**config.mk**
```make
export PLATFORM = sky130hd
export DESIGN_NAME = ccd_diag_top
export DESIGN_NICKNAME = d
export VERILOG_FILES = /design/src/logic/ccd_pkg.sv /design/src/logic/ccd_diag_top.sv
export SDC_FILE = /design/constraint.sdc
export NUM_CORES = 2
export LEC_CHECK = 0
export ABC_AREA = 1
export BUFFER_PORTS_ARGS = -buffer_cell sky130_fd_sc_hd__buf_2
export CAP_MARGIN = 30
export CORE_MARGIN = 2
export CORE_UTILIZATION = 55
export DETAILED_ROUTE_END_ITERATION = 10
export MAX_ROUTING_LAYER = met4
export PLACE_DENSITY = 0.78
export RECOVER_POWER = 25
export SETUP_SLACK_MARGIN = 0.4
export SYNTH_ARGS = -nofsm -noshare
export SYNTH_HDL_FRONTEND = slang
export SYNTH_SLANG_ARGS = --single-unit
```
**constraint.sdc**
```tcl
create_clock -name hclk -period 4.7 [get_ports hclk]
set_input_delay 0 -clock hclk [delete_from_list [all_inputs] [get_ports hclk]]
set_output_delay 0 -clock hclk [all_outputs]
set_load 0.02 [all_outputs]
```
**src/logic/ccd_pkg.sv**
```systemverilog
// Purpose: shared constants and types of the CAN cycle diagnostics block
// Assumes: 20 MHz hclk, AHB-Lite word access, register index times four is the byte address
// Notes: all timestamps are nanoseconds, built by adding the clock period each edge
package ccd_pkg;

  // clock and timing
  localparam int unsigned CLK_HZ = 20_000_000;
  localparam logic [31:0] CLK_PERIOD_NS = 32'(1_000_000_000 / CLK_HZ);

  // register indices (byte address is index * 4)
  localparam logic [7:0] IDX_ENTRY_COUNT = 8'h00;
  localparam logic [7:0] IDX_CYCLE_NOW = 8'h01;
  localparam logic [7:0] IDX_CYCLE_PEAK = 8'h03;
  localparam logic [7:0] IDX_BUS_LOAD = 8'h04;
  localparam logic [7:0] IDX_SYNC_SENT_NOW = 8'h09;
  localparam logic [7:0] IDX_SYNC_SENT_PEAK = 8'h0b;
  localparam logic [7:0] IDX_PREP_DONE_NOW = 8'h0c;
  localparam logic [7:0] IDX_PREP_DONE_PEAK = 8'h0e;
  localparam logic [7:0] IDX_OUT_COPY_NOW = 8'h0f;
  localparam logic [7:0] IDX_OUT_COPY_PEAK = 8'h11;
  localparam logic [7:0] IDX_IN_COPY_NOW = 8'h12;
  localparam logic [7:0] IDX_IN_COPY_PEAK = 8'h14;
  localparam logic [7:0] IDX_OUT_MISS = 8'h15;
  localparam logic [7:0] IDX_IN_MISS = 8'h16;
  localparam logic [7:0] IDX_SKIPPED = 8'h17;
  localparam logic [7:0] IDX_RX_ERR_TOTAL = 8'h18;
  localparam logic [7:0] IDX_TX_ERR_TOTAL = 8'h19;
  localparam logic [7:0] IDX_RESERVED = 8'h1a;
  localparam logic [7:0] IDX_IRQ_STATUS = 8'h1b;
  localparam logic [7:0] IDX_IRQ_MASK = 8'h1c;
  localparam logic [7:0] IDX_NONE = 8'hff;

  // fixed read values
  localparam logic [7:0] ENTRY_COUNT_VAL = 8'h19;

  // interrupt status layout
  localparam int ST_W = 4;
  localparam int ST_SKIP = 0;
  localparam int ST_OUT_MISS = 1;
  localparam int ST_IN_MISS = 2;
  localparam int ST_LOAD = 3;

  // reset values
  localparam logic [31:0] RST_TIME = 32'h0000_0000;
  localparam logic [15:0] RST_COUNT = 16'h0000;
  localparam logic [ST_W-1:0] RST_MASK = 4'h0;

  // bus load arithmetic
  localparam logic [39:0] LOAD_SCALE = 40'h00_0000_0064;
  localparam logic [2:0] DIV_TOP_BIT = 3'h6;

  typedef enum logic [1:0] {
    LD_IDLE = 2'b01,
    LD_DIV = 2'b10
  } ccd_load_e;

  typedef struct packed {
    logic started;
    logic active;
    logic [31:0] cyc_ns;
    logic [31:0] cycle_now;
    logic [31:0] cycle_peak;
    logic [31:0] t1_now;
    logic [31:0] t1_peak;
    logic [31:0] t2_now;
    logic [31:0] t2_peak;
    logic [31:0] t3_now;
    logic [31:0] t3_peak;
    logic in_run;
    logic [31:0] in_ns;
    logic [31:0] t5_now;
    logic [31:0] t5_peak;
    logic [15:0] out_miss;
    logic [15:0] in_miss;
    logic [15:0] skip_cnt;
    logic [15:0] rx_tot;
    logic [15:0] tx_tot;
    logic [7:0] rx_prev;
    logic [7:0] tx_prev;
    logic [31:0] busy_clk;
    logic [31:0] win_clk;
    logic [7:0] win_cyc;
    ccd_load_e ld;
    logic [39:0] div_num;
    logic [31:0] div_den;
    logic [2:0] div_bit;
    logic [7:0] div_q;
    logic [15:0] load;
    logic [ST_W-1:0] status;
    logic [ST_W-1:0] mask;
    logic wr_pend;
    logic [7:0] wr_idx;
    logic [31:0] rdata;
  } ccd_state_s;

endpackage : ccd_pkg

```
**src/logic/ccd_diag_top.sv**
```systemverilog
// Purpose: per-cycle timing, failure counters, error totals and bus load of a CAN master
// Assumes: all event inputs are one-cycle pulses from logic on hclk, error counts too
// Notes: registers are read-only except the interrupt mask; status clears on read
`timescale 1ns/1ps

// Function
// - latest CAN cycle duration in ns
// - largest cycle duration kept, 32 bits
// - sync PDO sent stamp, now and peak
// - PDO preparation done stamp, now and peak
// - output copy done stamp, now and peak
// - input copy time after shift point
// - count cycles with outputs not taken
// - count cycles with inputs not gathered
// - skip and count late cycle starts
// - accumulate receive error counter increases
// - accumulate transmit error counter increases
// - totals sourced from 8-bit controller counters
module ccd_diag_top import ccd_pkg::*; #(
  parameter int LOAD_WINDOW_CYCLES = 8
) (
  input wire logic hclk,
  input wire logic hresetn,
  input wire logic hsel,
  input wire logic [31:0] haddr,
  input wire logic [1:0] htrans,
  input wire logic hwrite,
  input wire logic [2:0] hsize,
  input wire logic [31:0] hwdata,
  input wire logic hready,
  output logic hreadyout,
  output logic [31:0] hrdata,
  output logic hresp,
  input wire logic cycle_start,
  input wire logic output_copy_done_stamp,
  input wire logic pdo_prep_done_stamp,
  input wire logic sync_pdo_sent_stamp,
  input wire logic input_shift,
  input wire logic input_copy_done_stamp,
  input wire logic output_miss,
  input wire logic input_miss,
  input wire logic can_bus_busy,
  input wire logic [7:0] rx_err_cnt,
  input wire logic [7:0] tx_err_cnt,
  output logic cycle_active,
  output logic irq
);

  // window must fit the 8-bit cycle counter
  if (LOAD_WINDOW_CYCLES < 1 || LOAD_WINDOW_CYCLES > 255) begin : g_bad_window
    $error("LOAD_WINDOW_CYCLES must be 1 to 255");
  end

  localparam logic [7:0] WIN_LAST = 8'(LOAD_WINDOW_CYCLES);

  ccd_state_s s_ff;
  ccd_state_s nxt_s;

  // saturating adds keep the timebases and event counters pinned at full scale; the bus load window counters wrap
  function automatic logic [31:0] sat32_add(input logic [31:0] a, input logic [31:0] b);
    logic [32:0] sum;
    sum = {1'b0, a} + {1'b0, b};
    sat32_add = sum[32] ? 32'hffff_ffff : sum[31:0];
  endfunction : sat32_add

  function automatic logic [15:0] sat16_add(input logic [15:0] a, input logic [15:0] b);
    logic [16:0] sum;
    sum = {1'b0, a} + {1'b0, b};
    sat16_add = sum[16] ? 16'hffff : sum[15:0];
  endfunction : sat16_add

  // peak tracking shared by all five timestamps
  function automatic logic [31:0] peak_of(input logic [31:0] pk, input logic [31:0] v);
    peak_of = (v > pk) ? v : pk;
  endfunction : peak_of

  // read decode; unmapped and reserved indices read zero
  function automatic logic [31:0] rd_mux(input logic [7:0] idx, input ccd_state_s st);
    logic [31:0] v;
    v = 32'h0000_0000;
    unique case (idx)
      IDX_ENTRY_COUNT: v = {24'h00_0000, ENTRY_COUNT_VAL};
      IDX_CYCLE_NOW: v = st.cycle_now;
      IDX_CYCLE_PEAK: v = st.cycle_peak;
      IDX_BUS_LOAD: v = {16'h0000, st.load};
      IDX_SYNC_SENT_NOW: v = st.t3_now;
      IDX_SYNC_SENT_PEAK: v = st.t3_peak;
      IDX_PREP_DONE_NOW: v = st.t2_now;
      IDX_PREP_DONE_PEAK: v = st.t2_peak;
      IDX_OUT_COPY_NOW: v = st.t1_now;
      IDX_OUT_COPY_PEAK: v = st.t1_peak;
      IDX_IN_COPY_NOW: v = st.t5_now;
      IDX_IN_COPY_PEAK: v = st.t5_peak;
      IDX_OUT_MISS: v = {16'h0000, st.out_miss};
      IDX_IN_MISS: v = {16'h0000, st.in_miss};
      IDX_SKIPPED: v = {16'h0000, st.skip_cnt};
      IDX_RX_ERR_TOTAL: v = {16'h0000, st.rx_tot};
      IDX_TX_ERR_TOTAL: v = {16'h0000, st.tx_tot};
      IDX_IRQ_STATUS: v = {28'h000_0000, st.status};
      IDX_IRQ_MASK: v = {28'h000_0000, st.mask};
      default: v = 32'h0000_0000;
    endcase
    rd_mux = v;
  endfunction : rd_mux

  // decoded events of this edge
  logic start_ok;
  logic start_late;
  logic ahb_ap;
  logic [7:0] ap_idx;
  logic [ST_W-1:0] st_set;
  logic load_done;
  logic [39:0] trial;
  logic [7:0] q_nxt;

  assign start_ok = cycle_start && !s_ff.active;
  assign start_late = cycle_start && s_ff.active;
  assign ahb_ap = hsel && htrans[1] && hready;
  assign ap_idx = (haddr[31:10] == 22'h00_0000) ? haddr[9:2] : IDX_NONE;
  assign trial = {8'h00, s_ff.div_den} << s_ff.div_bit;

  // whole next state in one pass
  always_comb begin
    nxt_s = s_ff;
    load_done = 1'b0;
    q_nxt = s_ff.div_q;

    // cycle timebase; a start while the last cycle still runs is dropped
    nxt_s.cyc_ns = sat32_add(s_ff.cyc_ns, CLK_PERIOD_NS);
    if (start_ok) begin
      nxt_s.started = 1'b1;
      nxt_s.active = 1'b1;
      nxt_s.cyc_ns = CLK_PERIOD_NS;
      if (s_ff.started) begin
        nxt_s.cycle_now = s_ff.cyc_ns;
        nxt_s.cycle_peak = peak_of(s_ff.cycle_peak, s_ff.cyc_ns);
      end
    end
    if (start_late) begin
      nxt_s.skip_cnt = sat16_add(s_ff.skip_cnt, 16'h0001);
    end

    // phase stamps only inside a running cycle
    if (s_ff.active && output_copy_done_stamp) begin
      nxt_s.t1_now = s_ff.cyc_ns;
      nxt_s.t1_peak = peak_of(s_ff.t1_peak, s_ff.cyc_ns);
    end
    if (s_ff.active && pdo_prep_done_stamp) begin
      nxt_s.t2_now = s_ff.cyc_ns;
      nxt_s.t2_peak = peak_of(s_ff.t2_peak, s_ff.cyc_ns);
    end
    if (s_ff.active && sync_pdo_sent_stamp) begin
      nxt_s.t3_now = s_ff.cyc_ns;
      nxt_s.t3_peak = peak_of(s_ff.t3_peak, s_ff.cyc_ns);
      nxt_s.active = start_ok; // cycle ends here, late starts counted
    end

    // input copy time runs from the shift point
    nxt_s.in_ns = sat32_add(s_ff.in_ns, CLK_PERIOD_NS);
    if (s_ff.in_run && input_copy_done_stamp) begin
      nxt_s.t5_now = s_ff.in_ns;
      nxt_s.t5_peak = peak_of(s_ff.t5_peak, s_ff.in_ns);
      nxt_s.in_run = 1'b0;
    end
    if (input_shift) begin
      nxt_s.in_run = 1'b1;
      nxt_s.in_ns = CLK_PERIOD_NS;
    end

    // failure counters
    if (output_miss) begin
      nxt_s.out_miss = sat16_add(s_ff.out_miss, 16'h0001);
    end
    if (input_miss) begin
      nxt_s.in_miss = sat16_add(s_ff.in_miss, 16'h0001);
    end

    // only rises of the controller counters are errors; falls are recovery
    nxt_s.rx_prev = rx_err_cnt;
    nxt_s.tx_prev = tx_err_cnt;
    if (rx_err_cnt > s_ff.rx_prev) begin
      nxt_s.rx_tot = sat16_add(s_ff.rx_tot, {8'h00, rx_err_cnt - s_ff.rx_prev});
    end
    if (tx_err_cnt > s_ff.tx_prev) begin
      nxt_s.tx_tot = sat16_add(s_ff.tx_tot, {8'h00, tx_err_cnt - s_ff.tx_prev});
    end

    // bus occupancy over a window of whole cycles
    nxt_s.win_clk = s_ff.win_clk + 32'h0000_0001;
    nxt_s.busy_clk = s_ff.busy_clk + {31'h0000_0000, can_bus_busy};
    if (start_ok && s_ff.started) begin
      nxt_s.win_cyc = s_ff.win_cyc + 8'h01;
      if (s_ff.win_cyc + 8'h01 >= WIN_LAST) begin
        // a window closing while dividing is dropped, not queued
        if (s_ff.ld == LD_IDLE) begin
          nxt_s.ld = LD_DIV;
          nxt_s.div_num = 40'(s_ff.busy_clk) * LOAD_SCALE;
          nxt_s.div_den = s_ff.win_clk;
          nxt_s.div_bit = DIV_TOP_BIT;
          nxt_s.div_q = 8'h00;
        end
        nxt_s.win_cyc = 8'h00;
        nxt_s.win_clk = 32'h0000_0001;
        nxt_s.busy_clk = {31'h0000_0000, can_bus_busy};
      end
    end else if (start_ok) begin
      // first start only opens the window
      nxt_s.win_clk = 32'h0000_0001;
      nxt_s.busy_clk = {31'h0000_0000, can_bus_busy};
    end

    // serial restoring divide, one quotient bit per clock
    unique case (s_ff.ld)
      LD_IDLE: begin
      end
      LD_DIV: begin
        if (s_ff.div_num >= trial) begin
          nxt_s.div_num = s_ff.div_num - trial;
          q_nxt[s_ff.div_bit] = 1'b1;
        end
        nxt_s.div_q = q_nxt;
        nxt_s.div_bit = s_ff.div_bit - 3'h1;
        if (s_ff.div_bit == 3'h0) begin
          nxt_s.ld = LD_IDLE;
          nxt_s.load = {8'h00, q_nxt};
          load_done = 1'b1;
        end
      end
      default: nxt_s.ld = LD_IDLE;
    endcase

    // interrupt status: a read clears, a same-cycle event survives
    st_set = '0;
    st_set[ST_SKIP] = start_late;
    st_set[ST_OUT_MISS] = output_miss;
    st_set[ST_IN_MISS] = input_miss;
    st_set[ST_LOAD] = load_done;
    nxt_s.status = s_ff.status | st_set;

    // bus slave: read data latched in the address phase, write in the data phase
    nxt_s.wr_pend = 1'b0;
    if (ahb_ap && !hwrite) begin
      nxt_s.rdata = rd_mux(ap_idx, s_ff);
      if (ap_idx == IDX_IRQ_STATUS) begin
        nxt_s.status = st_set;
      end
    end
    if (ahb_ap && hwrite) begin
      nxt_s.wr_pend = 1'b1;
      nxt_s.wr_idx = ap_idx;
    end
    if (s_ff.wr_pend && s_ff.wr_idx == IDX_IRQ_MASK) begin
      nxt_s.mask = hwdata[ST_W-1:0];
    end
  end

  // single state register; all figures clear on reset
  always_ff @(posedge hclk or negedge hresetn) begin
    if (!hresetn) begin
      s_ff <= '0;
      s_ff.ld <= LD_IDLE;
      s_ff.mask <= RST_MASK;
      s_ff.cycle_peak <= RST_TIME;
      s_ff.out_miss <= RST_COUNT;
    end else begin
      s_ff <= nxt_s;
    end
  end

  // zero wait states, always OKAY
  assign hreadyout = 1'b1;
  assign hresp = 1'b0;
  assign hrdata = s_ff.rdata;
  assign cycle_active = s_ff.active;
  assign irq = |(s_ff.status & s_ff.mask);
endmodule : ccd_diag_top

```
-- Word level (Yosys, flattened, before mapping)
Index checks and enable logic that the tools add are counted.
- logic and storage cells: 154
- input bits: 99
- register bits: 697
- $lt $le $gt $ge: 11
- reductions and logical operators: 33
- muxes and demuxes: 34
- eq/ne operators: 21
- multiply operators: 1
- add/subtract/negate cells: 14
- shift operators: 1
- bitwise logic cells: 3
- operators by type and width (kind ; count):
    $pmux W32 S19 ; 1
    $mux W64 ; 3
    $mux W85 ; 2
    $gt A32 B32 Y1 ; 5
    $mux W157 ; 1
    $mux W97 ; 1
    $mux W32 ; 3
    $eq A8 B5 Y1 const B ; 11
    $mux W16 ; 5
    $mux W40 ; 2
    $add A32 B6 Y33 const B ; 2
    $add A16 B1 Y17 const B ; 3
    $eq A8 B4 Y1 const B ; 5
    $ge A40 B40 Y1 ; 1
    $shl A32 B3 Y40 ; 1
    $sub A40 B40 Y40 ; 1
    $mul A32 B5 Y37 const B ; 1
    $add A16 B8 Y17 ; 2
    $mux W33 ; 1
    $add A32 B1 Y32 ; 1
    $add A32 B1 Y32 const B ; 1
    $mux W27 ; 1
    $mux W8 ; 3
    $logic_not A22 Y1 ; 1
    other kinds (29) ; 60

-- Longest topological paths before layout
- word-level depth: 8
- gate-level depth with buffers: 24

-- Worst setup path before layout
Ideal clock, no wire load.
- kind: flip-flop to flip-flop
- start: reg s_ff[74] (netlist bit)
- end: reg s_ff[126] (netlist bit)
- library setup time: 120 ps
- path buffers: 3
- data arrival time: 3124 ps
- slack: 1457 ps
- cell stages (with the launch flop): 18
- cells stage by stage: dfrtp_1 -> inv_1 -> clkbuf_1 -> clkbuf_1 -> mux2i_1 -> o21ai_0 -> ha_1 -> nand2_1 -> nor2_1 -> nand2_1 -> nor4b_1 -> nand3_1 -> nand4_2 -> nand2_1 -> buf_2 -> or2_2 -> o21ai_0 -> inv_1
- RTL lines (what ; line ; source):
    start: declaration ; ccd_diag_top.sv:56 ; ccd_state_s s_ff;
    start signal: assignment ; ccd_diag_top.sv:266 ; s_ff <= nxt_s;

==> results.md <==
- Total routed wirelength: 139000 um
- Clk sinks: 697
- RR Startpoint: s_ff[73]$_DFFE_PN0P_
- Source of the critical timing path: s_ff[73]$_DFFE_PN0P_
- Most used flip-flop cell after synthesis: sky130_fd_sc_hd__dfrtp_1
- Violated checks: max-capacitance violations, max-slew violations
- Number of vias after detailed routing: 42924
- Distinct cell type count after synthesis: 67
- Highest attainable clock frequency: 247 MHz
- Leftover overflow at the end of global routing: 0
- Area Growth Syn to Fin: 10.2%
- Number of port buffers: between 90 and 100
- Vias per cell: 5.76
- Number of enable flip-flop cells after synthesis: 0
- Crit path capture type: flip-flop
- Switching power: 12.8 mW
- Share of total power in sequential cells: ~30%
- Post-Place Cell Area: 0.0475 sq mm
- Clock root buffer: sky130_fd_sc_hd__clkbuf_16
- Insertion delay to the later sink of the worst-skew pair: 0.65 ns
- Number of instances on the worst hold path: 2
- Overall fraction of global-route tracks in use: 33.1%
- Share of flip-flops with an asynchronous set or reset after synthesis: 100%
- Number of nets in the synthesized netlist: around 6700
- Internal power: 15.9 mW
- Most used cells in the layout excluding fill and tap cells: sky130_fd_sc_hd__nand2_1, sky130_fd_sc_hd__inv_1, sky130_fd_sc_hd__dfrtp_1, sky130_fd_sc_hd__o21ai_0, sky130_fd_sc_hd__nor2_1
- Worst Path Class, Setup: reg -> reg
- Status: complete, but fails checks
- Post-Place Worst Slack: 0.503 ns
- Final Max Tran Viols: 225
- Relative contribution of the clock network to total power: 23.0%
- Reg2Reg Setup Slack: 0.65 ns
- Number of H-tree levels: 3
- Crit path time final: a little over 4 ns
- Capture point of the worst path: s_ff[144]$_DFF_PN0_
- Synthesis warning total: 0
- Syn_area_per_cell: 7.39 sq um
- Number of detailed-routing iterations run before antenna repair: 6
- Number of maximum-capacitance constraint violations: 4
- Clock transition at the registers of the reported paths: about 0.060 ns
- Wire length of the first global-routing pass: 220000 um
- # setup viols final: 0
- Total CTS buffers: 80
- Worst Setup Slack, final: 0.649 ns
- Hold path start: rx_err_cnt[5]
- Power per unit of standard cell area: between 500 and 600 mW/mm^2
- X dimension of the die: 293 um
- Final Hold Viols: 0
- Count of nets after finishing: 6791
- Min-Delay Path Class: in -> reg
- Area of the mapped netlist: 0.0461 sq mm
- Antenna viol nets, final: 0
- TritonCTS clock tree: built
- Maximum fanout along the worst path: 38
- Leading cell type in the layout, fill and taps excluded: sky130_fd_sc_hd__nand2_1
- Worst vdd rail ir drop: 0.655 mV
- Total DRC errors in the routed layout: 0
- Setup repair after global routing missed its margin: false
- Clock Tree Buf Depth: 3
- Gate power share: a little under half
- Switching share of power: 44.7%
- Number of setup buffers added after CTS: 0
- Number of cells on the worst reg-to-reg path: 17
- Launching element type of the critical path: flip-flop
- Leakage component of the power: 25.3 nW
- Starting DRT DRC Count: 4247
- Register area share after synthesis: 37.8%
- Row count: between 100 and 150
- Layout cells sized above 1: 5.33%
- Final GP Congestion: roughly 1
- Fraction of the cycle the final worst path needs: 86.2%
- Layout Skew: 0.0272 ns
- Instance count of the mapped netlist: 6237
- DIE AREA: approximately 0.086 sq mm
- Final cell area excluding filler cells: 0.0508 sq mm
- Core footprint: between 0.08 and 0.09 sq mm
- Antenna violations before repair: 2
- Endpoint of the worst register-to-register path: s_ff[144]$_DFF_PN0_
- Flops & latches, synth: 697
- Worst slew margin: -87.4%
- Transition at the pin with the smallest max-transition slack: between 2 and 3 ns
- Routed length per instance: 18.6 um
- Die height: ~290 um
- Number of placed I/O pins: approximately 140
- Largest net degree at the start of global routing: 139
- Starting density of the core: 55.3%
- Vias in the first global route: 40622
- Smallest hold slack: 0.0397 ns
- Required time worst endpoint: about 5.2 ns
- Worst path arrival time: ~4.6 ns
- Aggregate negative setup slack: 0 ns
- DP Wirelength: slightly above 100000 um
power by group through the flow:
stage                     Clock [mW]  Sequential [mW]  Combinational, mW
after floorplan                    0             8.19               9.75
after detailed placement           0             8.66               13.2
after global placement             0             8.63               12.9
after CTS                       6.66             8.57               13.3
after global routing            6.91             8.77               15.3
final                           6.61             8.63               13.5
timing repair:
item | CTS | global route
endpoints found under the hold margin | 195 | 0
endpoints found under the setup margin | 0 | 40
gates resized for setup | 0 | 11
hold buffers | 55 | 0
critical path: stages, from the launching register on:
cell                         delay (ns)
sky130_fd_sc_hd__dfrtp_1           0.46
sky130_fd_sc_hd__buf_6             0.30
sky130_fd_sc_hd__mux2i_1           0.27
sky130_fd_sc_hd__o21ai_0           0.15
sky130_fd_sc_hd__o21ai_0           0.31
sky130_fd_sc_hd__ha_1              0.34
sky130_fd_sc_hd__inv_1             0.10
sky130_fd_sc_hd__o21bai_1          0.09
sky130_fd_sc_hd__a21oi_1           0.23
sky130_fd_sc_hd__nor2_1            0.09
sky130_fd_sc_hd__o21ai_0           0.19
sky130_fd_sc_hd__nand2_1           0.10
sky130_fd_sc_hd__nand2_1           0.08
sky130_fd_sc_hd__nand4_2           0.30
sky130_fd_sc_hd__nand2_2           0.33
sky130_fd_sc_hd__clkinvlp_4        0.35
sky130_fd_sc_hd__nand2_1           0.17
sky130_fd_sc_hd__nand2_1           0.06
routing by layer:
| metal | wire [um] | global-route usage (%) | share of wire, % | up-vias |
|---|---|---|---|---|
| met3 | 10800 | 4.68 | 7.8 | 390 |
| met4 | 6650 | 13.9 | 4.8 | 0 |
| met1 | 57900 | 43.5 | 42 | 20281 |
| li1 | - | - | - | 20452 |
| met2 | 63100 | 51.7 | 46 | 1801 |
| met5 | 0 | - | 0 | - |
registers in the layout, indices dropped and copies added, names as in the netlist:
register	flops
cycle_active	1
hrdata	32
s_ff	664
Yosys cell counts, drive strengths merged (4+ instances only):
cell	number	area [sq um]
and3	4	25.0
or2	21	131
nand3b	11	82.6
o31ai	8	60.1
clkbuf	115	433
nor3	85	430
o21ai	606	3040
inv	873	3280
a31oi	49	307
a21o	15	113
xnor2	35	307
nand2	1596	6020
mux2i	5	50.1
ha	347	4340
buf	113	692
clkinv	8	30.0
o21bai	23	173
o21a	13	97.6
nand4	148	932
o211ai	19	143
o22ai	17	106
dfrtp	696	17400
nor4	30	188
a211oi	11	82.6
nand3	458	2360
fa	32	641
mux2	9	101
a21boi	11	82.6
xor2	119	1040
a21oi	243	1220
nor2	489	1920
per-stage QoR:
step                      util (%)  cells  power [mW]
after floorplan                  -   6237        17.9
after global placement        56.9   7251        21.5
after detailed placement      57.0   7254        21.8
after CTS                     61.0   7453        28.6
after global routing          60.9   7457        31.0
final                         60.9   7457        28.7
area by class of cell:
type / instances / area, sq um
Clock inverter: 31 / 460
Timing Repair Buffer: 220 / 1600
Multi-Input combinational cell: 4431 / 24300
Antenna cell: 2 / 5.00
Inverter: 881 / 3320
Fill cell: 7400 / 32500
Clock buffer: 113 / 2310
Sequential cell: 697 / 17400
Timing Repair inverter: 2 / 12.5
Tap cell: 1080 / 1350
cell families after synthesis:
| family | count (synthesis) | synth area share, % |
|---|---|---|
| compound gates | 1033 | 12.1 |
| other cells | 2 | 0.0163 |
| flops | 697 | 37.8 |
| fa+ha+maj | 379 | 10.8 |
| mux | 14 | 0.329 |
| simple gates | 2849 | 26.3 |
| buf+inv | 1109 | 9.62 |
| xor+xnor | 154 | 2.93 |
worst min path at each step:
stage                                     endpoint  slack (ns)
after detailed placement       s_ff[222]$_DFF_PN0_        0.12
after global routing          s_ff[34]$_DFFE_PN0P_        0.03
final                          s_ff[235]$_DFF_PN0_        0.04
after global placement         s_ff[222]$_DFF_PN0_        0.11
after CTS                     s_ff[34]$_DFFE_PN0P_      0.0007
after floorplan           cycle_active$_DFFE_PN0P_       -0.30
(Power assumes the default switching activity.)
